## config.mk

```make
export PLATFORM = sky130hd
export DESIGN_NAME = ntt_test_ctrl
export DESIGN_NICKNAME = d
export VERILOG_FILES = /design/src/rtl/ntt_pkg.sv /design/src/rtl/ntt_chain_if.sv /design/src/rtl/ntt_nand_chain.sv /design/src/rtl/ntt_test_ctrl.sv
export VERILOG_INCLUDE_DIRS = /design/src /design/src/rtl
export SDC_FILE = /design/constraint.sdc
export NUM_CORES = 1
export LEC_CHECK = 0
export ABC_AREA = 1
export BUFFER_PORTS_ARGS = -buffer_cell sky130_fd_sc_hd__buf_2
export CAP_MARGIN = 20
export CORE_AREA = 2 2 145 147
export DETAILED_ROUTE_END_ITERATION = 16
export DIE_AREA = 0 0 147 149
export GPL_ROUTABILITY_DRIVEN = 0
export PLACE_DENSITY = 0.44
export SLEW_MARGIN = 20
export SYNTH_ARGS = -nofsm -noshare
export SYNTH_HDL_FRONTEND = slang
export SYNTH_SLANG_ARGS = --single-unit
export TNS_END_PERCENT = 50
```

## constraint.sdc

```tcl
create_clock -name clk_sys -period 5.3 [get_ports clk_sys]
set_clock_uncertainty 0.05 [all_clocks]
set_input_delay 0.795 -clock clk_sys [delete_from_list [all_inputs] [get_ports clk_sys]]
set_output_delay 0.795 -clock clk_sys [all_outputs]
set_load 0.03 [all_outputs]
```

## src/rtl/ntt_defines.svh

```systemverilog
`ifndef NTT_DEFINES_SVH
`define NTT_DEFINES_SVH
// =====================================================
// mode codes on request pins, active-low as seen at pins
`define NTT_CODE_NAND 4'h2
`define NTT_CODE_ID 4'he
`define NTT_CODE_OFF 4'hf
// =====================================================
// chain lengths
`define NTT_CH0_LEN 72
`define NTT_CH1_LEN 72
`define NTT_CH2_LEN 70
`define NTT_CH3_LEN 68
`define NTT_CH_MAX 72
// =====================================================
// identity values, arbitrary neutral defaults
`define NTT_DEV_ID 16'h1234
`define NTT_REV_ID 8'h01
`define NTT_MFG_ID 32'h00a5_5a00
`define NTT_RESET_MODE 2'h0
`endif

```

## src/rtl/ntt_pkg.sv

```systemverilog
package ntt_pkg;
  typedef enum logic [1:0] {NTT_NORMAL, NTT_NAND, NTT_ID} ntt_mode_t;
  typedef logic [71:0] ntt_chain_t;
endpackage

```

## src/rtl/ntt_chain_if.sv

```systemverilog
`timescale 1ns/10ps
interface ntt_chain_if;
  logic [71:0] members;
  logic [6:0] len;
  logic out;
  modport src (output members, output len, input out);
  modport nand_side (input members, input len, output out);
endinterface

```

## src/rtl/ntt_nand_chain.sv

```systemverilog
`timescale 1ns/10ps
module ntt_nand_chain (
  // chain members and result
  ntt_chain_if.nand_side ch
);
  logic [72:0] stage;
  assign stage[0] = 1'b1;
  // =====================================================
  // cascaded nand, unused tail passes through
  genvar i;
  generate
    for (i = 0; i < 72; i++) begin : g_stage
      assign stage[i+1] = (7'(i) < ch.len) ?
        ((i == 0) ? ~ch.members[0] : ~(stage[i] & ch.members[i])) : stage[i];
    end
  endgenerate
  assign ch.out = stage[72];
endmodule // ntt_nand_chain

```

## src/rtl/ntt_test_ctrl.sv

```systemverilog
`timescale 1ns/10ps
`include "ntt_defines.svh"
module ntt_test_ctrl (
  // clock and reset
  input wire logic clk_sys,
  input wire logic resetn,
  // strap pins
  input wire logic test_strobe_n,
  input wire logic [3:0] pci_req_n,
  input wire logic pci_hold_request_n,
  // chain members, index 0 is first element
  input wire ntt_pkg::ntt_chain_t chain0_pins,
  input wire ntt_pkg::ntt_chain_t chain1_pins,
  input wire ntt_pkg::ntt_chain_t chain2_pins,
  input wire ntt_pkg::ntt_chain_t chain3_pins,
  // normal-mode grants and address/data
  input wire logic [3:0] func_gnt_n,
  input wire logic [31:0] func_ad_o,
  input wire logic func_ad_oe,
  // pins
  output logic [3:0] pci_gnt_n,
  output logic [31:0] ad_o,
  output logic ad_oe,
  output logic outputs_float,
  output logic pulls_enable,
  output ntt_pkg::ntt_mode_t mode
);
  import ntt_pkg::*;
  // =====================================================
  // three-stage pin synchronisers
  logic [2:0] strobe_sync_reg, strobe_sync_next;
  logic [2:0] hold_sync_reg, hold_sync_next;
  logic [3:0] req_s1_reg, req_s2_reg, req_s3_reg;
  logic [3:0] req_s1_next, req_s2_next, req_s3_next;
  logic strobe_reg, strobe_next;
  logic hold_reg, hold_next;
  logic [3:0] req_reg, req_next;
  always_comb begin
    strobe_sync_next = {strobe_sync_reg[1:0], test_strobe_n};
    hold_sync_next = {hold_sync_reg[1:0], pci_hold_request_n};
    req_s1_next = pci_req_n;
    req_s2_next = req_s1_reg;
    req_s3_next = req_s2_reg;
    strobe_next = (strobe_sync_reg[1] == strobe_sync_reg[2]) ? strobe_sync_reg[2] : strobe_reg;
    hold_next = (hold_sync_reg[1] == hold_sync_reg[2]) ? hold_sync_reg[2] : hold_reg;
    req_next = (req_s2_reg == req_s3_reg) ? req_s3_reg : req_reg;
  end
  always_ff @(posedge clk_sys) begin
    if (!resetn) begin
      strobe_sync_reg <= 3'h7;
      hold_sync_reg <= 3'h7;
      req_s1_reg <= 4'hf;
      req_s2_reg <= 4'hf;
      req_s3_reg <= 4'hf;
      strobe_reg <= 1'b1;
      hold_reg <= 1'b1;
      req_reg <= 4'hf;
    end else begin
      strobe_sync_reg <= strobe_sync_next;
      hold_sync_reg <= hold_sync_next;
      req_s1_reg <= req_s1_next;
      req_s2_reg <= req_s2_next;
      req_s3_reg <= req_s3_next;
      strobe_reg <= strobe_next;
      hold_reg <= hold_next;
      req_reg <= req_next;
    end
  end
  // =====================================================
  // mode capture
  ntt_mode_t mode_reg, mode_next;
  logic strobe_prev_reg, strobe_prev_next;
  logic strobe_fall;
  assign strobe_fall = strobe_prev_reg & ~strobe_reg;
  always_comb begin
    strobe_prev_next = strobe_reg;
    mode_next = mode_reg;
    if (strobe_reg) begin
      mode_next = NTT_NORMAL;
    end else if (strobe_fall) begin
      unique case (req_reg)
        `NTT_CODE_NAND: mode_next = NTT_NAND;
        `NTT_CODE_ID: mode_next = NTT_ID;
        `NTT_CODE_OFF: mode_next = NTT_NORMAL;
        default: mode_next = mode_reg;
      endcase
    end
  end
  always_ff @(posedge clk_sys) begin
    if (!resetn) begin
      mode_reg <= NTT_NORMAL;
      strobe_prev_reg <= 1'b1;
    end else begin
      mode_reg <= mode_next;
      strobe_prev_reg <= strobe_prev_next;
    end
  end
  assign mode = mode_reg;
  // =====================================================
  // chains, all 72 pins enter each vector, pins past the chain length are bypassed
  logic [3:0] chain_out;
  ntt_chain_if ch_if[4] ();
  assign ch_if[0].members = chain0_pins;
  assign ch_if[1].members = chain1_pins;
  assign ch_if[2].members = chain2_pins;
  assign ch_if[3].members = chain3_pins;
  assign ch_if[0].len = 7'(`NTT_CH0_LEN);
  assign ch_if[1].len = 7'(`NTT_CH1_LEN);
  assign ch_if[2].len = 7'(`NTT_CH2_LEN);
  assign ch_if[3].len = 7'(`NTT_CH3_LEN);
  genvar c;
  generate
    for (c = 0; c < 4; c++) begin : g_chain
      ntt_nand_chain u_chain (
        .ch(ch_if[c])
      );
      assign chain_out[c] = ch_if[c].out;
    end
  endgenerate
  // =====================================================
  // output steering, registered
  logic [3:0] gnt_reg, gnt_next;
  logic [31:0] ad_reg, ad_next;
  logic ad_oe_reg, ad_oe_next;
  logic float_reg, float_next;
  always_comb begin
    gnt_next = func_gnt_n;
    ad_next = func_ad_o;
    ad_oe_next = func_ad_oe;
    float_next = 1'b0;
    unique case (mode_next)
      NTT_NAND: begin
        gnt_next = chain_out;
        ad_oe_next = 1'b0;
        float_next = 1'b1;
      end
      NTT_ID: begin
        ad_oe_next = 1'b1;
        if (hold_reg) begin
          ad_next = {`NTT_DEV_ID, 8'h00, `NTT_REV_ID};
        end else begin
          ad_next = `NTT_MFG_ID;
        end
      end
      NTT_NORMAL: begin
      end
    endcase
  end
  always_ff @(posedge clk_sys) begin
    if (!resetn) begin
      gnt_reg <= 4'hf;
      ad_reg <= 32'h0000_0000;
      ad_oe_reg <= 1'b0;
      float_reg <= 1'b0;
    end else begin
      gnt_reg <= gnt_next;
      ad_reg <= ad_next;
      ad_oe_reg <= ad_oe_next;
      float_reg <= float_next;
    end
  end
  assign pci_gnt_n = gnt_reg;
  assign ad_o = ad_reg;
  assign ad_oe = ad_oe_reg;
  assign outputs_float = float_reg;
  assign pulls_enable = 1'b1;
endmodule // ntt_test_ctrl

```

; After elaboration in Yosys (flattened, before gate mapping)
; Index checks and enable logic that the tools add are counted.
[totals]
reg_bits = 65
output_inout_bits = 41
[op_classes]
n_eq_ne = 8
muxes = 8
bitwise_logic = 562
[op_table]
columns = operator, count
row1 = NOT 1 bit, 283
row2 = bitwise AND 1 bit, 279
row3 = two-way mux 32 bit, 1
row4 = two-way mux 29 bit, 1
row5 = equality test 4 bit (second input constant), 2
row6 = one-hot mux 2 bit (3 select lines), 1
row7 = equality test 4 x 2 -> 1 bit (second input constant), 1
row8 = equality test 4 bit, 1
row9 = two-way mux 2 bit, 2
row10 = two-way mux 4 bit, 1
row11 = equality test 1 bit, 2
row12 = equality test 2 x 1 -> 1 bit (second input constant), 1
row13 = equality test 2 bit (second input constant), 1
row14 = one-hot mux 1 bit (2 select lines), 1
row15 = two-way mux 1 bit, 1

; Logic depth before layout (Yosys ltp)
[depth]
depth_word = 144
depth_mapped = 74

; By module
; A second synthesis with hierarchy kept.
[unflattened]
hier_cells = 1943
hier_area_um2 = 9862.0
[by_module_without_submodules]
columns = module, instances, cells_each, area_per_inst_um2, seq_area_each_um2
row1 = ntt_nand_chain, 4, 428, 1946.9, 0.0
row2 = ntt_test_ctrl, 1, 231, 2074.5, 1301.2

; Worst setup path before layout
; OpenSTA, ideal clock, no wires.
[synth_timing]
kind = input port to flip-flop
start = in chain0_pins[0]
end = reg gnt_reg[0], in the netlist pci_gnt_n[0]
setup_ns = 0.115
arrival_time_ns = 3.857
slack_ns = 1.278
stages = 74
cell_sequence = inv_1 nand2_1 nand2_1 nand2_1 nand2_1 nand2_1 nand2_1 nand2_1 nand2_1 nand2_1 nand2_1 nand2_1 nand2_1 nand2_1 nand2_1 nand2_1 nand2_1 nand2_1 [38 not listed] nand2_1 nand2_1 nand2_1 nand2_1 nand2_1 nand2_1 nand2_1 nand2_1 nand2_1 nand2_1 nand2_1 nand2_1 nand2_1 nand2_1 nand2_1 nand2_1 nand2_1 nand2_1
[synth_via]
elab_chain_len = 144
[synth_rtl]
columns = item, line
row1 = start: declaration, ntt_test_ctrl.sv:12  ; input wire ntt_pkg::ntt_chain_t chain0_pins,
row2 = NOT 1 bit, ntt_nand_chain.sv:14  ; ((i == 0) ? ~ch.members[0] : ~(stage[i] & ch.members[i])) : stage[i];
row3 = bitwise AND 1 bit, ntt_nand_chain.sv:14
row4 = NOT 1 bit, ntt_nand_chain.sv:14
row5 = bitwise AND 1 bit, ntt_nand_chain.sv:14
row6 = NOT 1 bit, ntt_nand_chain.sv:14
row7 = bitwise AND 1 bit, ntt_nand_chain.sv:14
row8 = NOT 1 bit, ntt_nand_chain.sv:14
row9 = bitwise AND 1 bit, ntt_nand_chain.sv:14
row10 = [128 not listed], -
row11 = NOT 1 bit, ntt_nand_chain.sv:14
row12 = bitwise AND 1 bit, ntt_nand_chain.sv:14
row13 = NOT 1 bit, ntt_nand_chain.sv:14
row14 = bitwise AND 1 bit, ntt_nand_chain.sv:14
row15 = NOT 1 bit, ntt_nand_chain.sv:14
row16 = bitwise AND 1 bit, ntt_nand_chain.sv:14
row17 = NOT 1 bit, ntt_nand_chain.sv:14
row18 = two-way mux 4 bit, ntt_test_ctrl.sv:131  ; unique case (mode_next)
row19 = end signal: assignment, ntt_test_ctrl.sv:156  ; gnt_reg <= gnt_next;
row20 = end: declaration, ntt_test_ctrl.sv:122  ; logic [3:0] gnt_reg, gnt_next;
; Every way passes these cells.
; A chain may end at the register's enable or synchronous reset.

; Worst setup path after layout
; Ends and elaborated chain as after synthesis.

==> summary.md <==
| Metric | Value |
|---|---|
| Status | complete, no violations |
| CTS tree | done |
| Seq/Total Area, Yosys | 0.423 |
| Count of cell types in the netlist | 20 |
| WP buf/inv | 2 |
| Met2 Resource Use GR | 0.218 |
| Die ar. | around 0.022 sq mm |
| Kind of start point of the critical path | input port |
| Cell taking the most area after synthesis | dfxtp_1 |
| Core box area | ~0.02 sq mm |
| Wire per inst | 11.6 microns |
| Maximum level of the CTS H-tree | 3 |
| I/O pin total | 374 |
| Antenna viol nets, final | 0 |
| Endpoints failing setup | 0 |
| Hold Path Depth | 1 |
| CTS root buf | clkbuf_16 |
| Main combinational cell family by area after synthesis | simple AND/OR/NAND/NOR gates |
| Worst setup EP type | flop |
| Yosys reg bits | 65 |
| Syn_nets | 836 |
| Synth Area in Adders | 0.00813 |
| Synth Area in Simple Gates | 0.462 |
| Final #Nets | about 1200 |
| Final Hold Vio Count | 0 |
| Hold bufs inserted after CTS | 0 |
| Post-synthesis instance total | ~500 |
| Top-count cell post-synth | nand2_1 |
| Port bufs | roughly 370 |
| FP Rows | 53 |
| Min Tclk post-route | 4.52 ns |
| CTS Sinks | 65 |
| Area growth syn-to-layout | 80.4% |
| Async SR Flop Fraction | 0 |
| Slowest stage delay, CP | approximately 0.1 ns |
| Placed cell area | ~0.0052 sq mm |
| Synth area leaders | dfxtp_1 42%, nand2_1 35%, nor2_1 6.3% |
| Slew Viols, Final | 0 |
| EDFF count, synth | 0 |
| Initial antenna violation count | 5 |
| Clk buf depth | 2 |
| Hold WC Path Type | reg -> reg |
| Post-CTS Setup Inserts | 0 |
| Initial drt markers | 77 |
| Post-synthesis instance area | a little over 0.003 sq mm |
| Post-synthesis mux area share | 0 |
| Critical path's most frequent cell | nand2_1 |
| Synth Flop Type | dfxtp_1 |
| M3 GR Usage | 0.0667 |
| Slew HR | 0.474 |
| Max_cap viols | 0 |
| GRT busiest layer | met2 |
| Max FFs per register | 32 |
| Detailed placement HPWL | about 12000 microns |
| Pwr Total | 1390 uW |
| CP Class | in -> reg |
| YS warnings | 0 |
| Via density | approximately 3.6 |
| Largest net degree at the start of global routing | 31 |
| Final cycle utilization of the critical path | 0.852 |
| Height of the die | approximately 150 microns |
| GRT Overall Usage | 0.118 |
| First-pass GRT wire length | 20000 microns |
| Final worst setup slack | 0.785 ns |
| Clock transition at path regs | around 0.06 ns |
| Crit path depth | 75 |
| FMAX | 221 MHz |
| Share of cells above drive strength 1 | 0.464 |
| CP max FO | 1 |
| TritonCTS buffer count | 9 |
| R2R depth | 11 |
| Final instance area | approximately 0.0055 sq mm |
| Crit path DAT | ~4.7 ns |
| Die extent in x | between 100 and 150 microns |
| Post-synth top area share | 0.423 |
| Mapped Avg Cell Area | around 6 sq um |
| Pre-CTS setup slack | around 0.26 ns |
| Worst-Margin Slew | approximately 0.79 ns |
| Vias in the first global route | roughly 4300 |
| Cell leakage power | ~0.0033 uW |
| Via count | 4215 |
| Delay-heaviest family, CP | simple AND/OR/NAND/NOR gates |
| Setup_tns | 0 ns |
| Met1 usage | 0.107 |
| DRT Wirelength | between 10000 and 15000 microns |
| Xor/xnor share of the synthesized area | 0.0114 |
| Compound-Gate Fraction of Synth Area | 0.0366 |
| Starting density of the core | 0.150 |
| Skew-Pair Late Insertion Delay | roughly 0.33 ns |
| RSZ-0062 raised after global routing | no |
| PD cells | 250 mW/mm^2 |
| TritonRoute pass-1 iters | 4 |
| Total congestion overflow | 0 |
| Commonest cells post-synth | 284 x nand2_1, 65 x dfxtp_1, 52 x nor2_1, 38 x inv_1, 19 x or2_2 |
| Slowest cell on crit path | buf_2 |
| Residual DRC | 0 |
| VDD IR-drop max | 0.000238 V |
| WP data required | ~5.5 ns |
what timing repair did:
| action | CTS | global route |
|---|---|---|
| gates resized for setup | 0 | 9 |
| endpoints found under the hold margin | 0 | 0 |
| endpoints found under the setup margin | 0 | 2 |
worst reg2reg max path, delay by kind of cell, from the launching register on:
| family | cells | cell delay, ns |
|---|---|---|
| AND/OR/NAND/NOR | 6 | 1.29 |
| buffers and inverters | 3 | 0.28 |
| adder cells (fa/ha/maj) | 1 | 0.38 |
| flip-flops | 1 | 0.32 |
| AO/OA/AOI/OAI | 1 | 0.35 |
layout by cell type (no fill, tap or decap):
cell / Yosys / final
clkbuf_8: 0 / 1
dfxtp_1: 65 / 65
clkinv_2: 0 / 2
bufinv_16: 0 / 1
diode_2: 0 / 5
o21ai_0: 5 / 3
a21boi_2: 0 / 1
nand2_2: 0 / 4
inv_1: 38 / 38
a21boi_1: 0 / 1
conb_1: 1 / 1
nand2_1: 284 / 280
clkinv_4: 0 / 1
o21ai_1: 2 / 4
clkinvlp_4: 0 / 1
nand4_1: 1 / 1
nor4_1: 1 / 1
nor2_1: 52 / 52
nand3_1: 4 / 4
o21a_1: 1 / 1
buf_2: 0 / 366
clkbuf_16: 0 / 9
inv_6: 0 / 1
a21oi_1: 8 / 8
xor2_1: 4 / 4
a21boi_0: 3 / 1
or2_2: 19 / 19
nor3_1: 2 / 2
ha_1: 2 / 2
o211ai_1: 1 / 1
where the power goes:
part           switching, uW  internal [uW]  total [uW]
registers               7.67            513         521
clock network            215            377         592
logic                    138            138         276
total                    360           1030        1390
cell type report:
type | count | area (sq um)
antenna | 5 | 12.5
clock buffer | 10 | 239
clock inverter | 6 | 65.1
fill | 2372 | 15000
inverter | 38 | 143
multi-input combinational | 390 | 1610
sequential | 65 | 1300
tap | 275 | 344
timing repair buffer | 366 | 1830
logic make-up (layout without fill, tap and decap cells):
logic type | count (synthesis) | count (layout)
buffers and inverters | 46 | 420
flip-flops | 65 | 65
AO/OA/AOI/OAI | 20 | 20
XOR/XNOR | 4 | 4
adder cells (fa/ha/maj) | 2 | 2
AND/OR/NAND/NOR | 363 | 363
other | 1 | 6
per-stage QoR:
stage	utilization	instances	hold slack (ns)
after floorplan	-	501	0.343
after global placement	0.254	1134	0.343
after detailed placement	0.254	1134	0.349
after CTS	0.269	1150	0.357
after global routing	0.270	1153	0.370
final	0.270	1155	0.354
path summary, 6_finish.rpt:
path                        from       endpoint  slack, ns
setup reg to reg      req_reg[2]        ad_o[9]       2.55
setup / recovery  chain0_pins[0]   pci_gnt_n[0]       0.78
hold reg to reg    req_s1_reg[3]  req_s2_reg[3]       0.35
hold / removal     req_s1_reg[3]  req_s2_reg[3]       0.35
metal layers:
metal / wire length [microns] / part of all wire
met5: 0 / 0
met4: 315 / 0.024
met3: 1900 / 0.14
met2: 6420 / 0.48
met1: 4730 / 0.35
No activity file was read; power rests on OpenSTA's default activity.
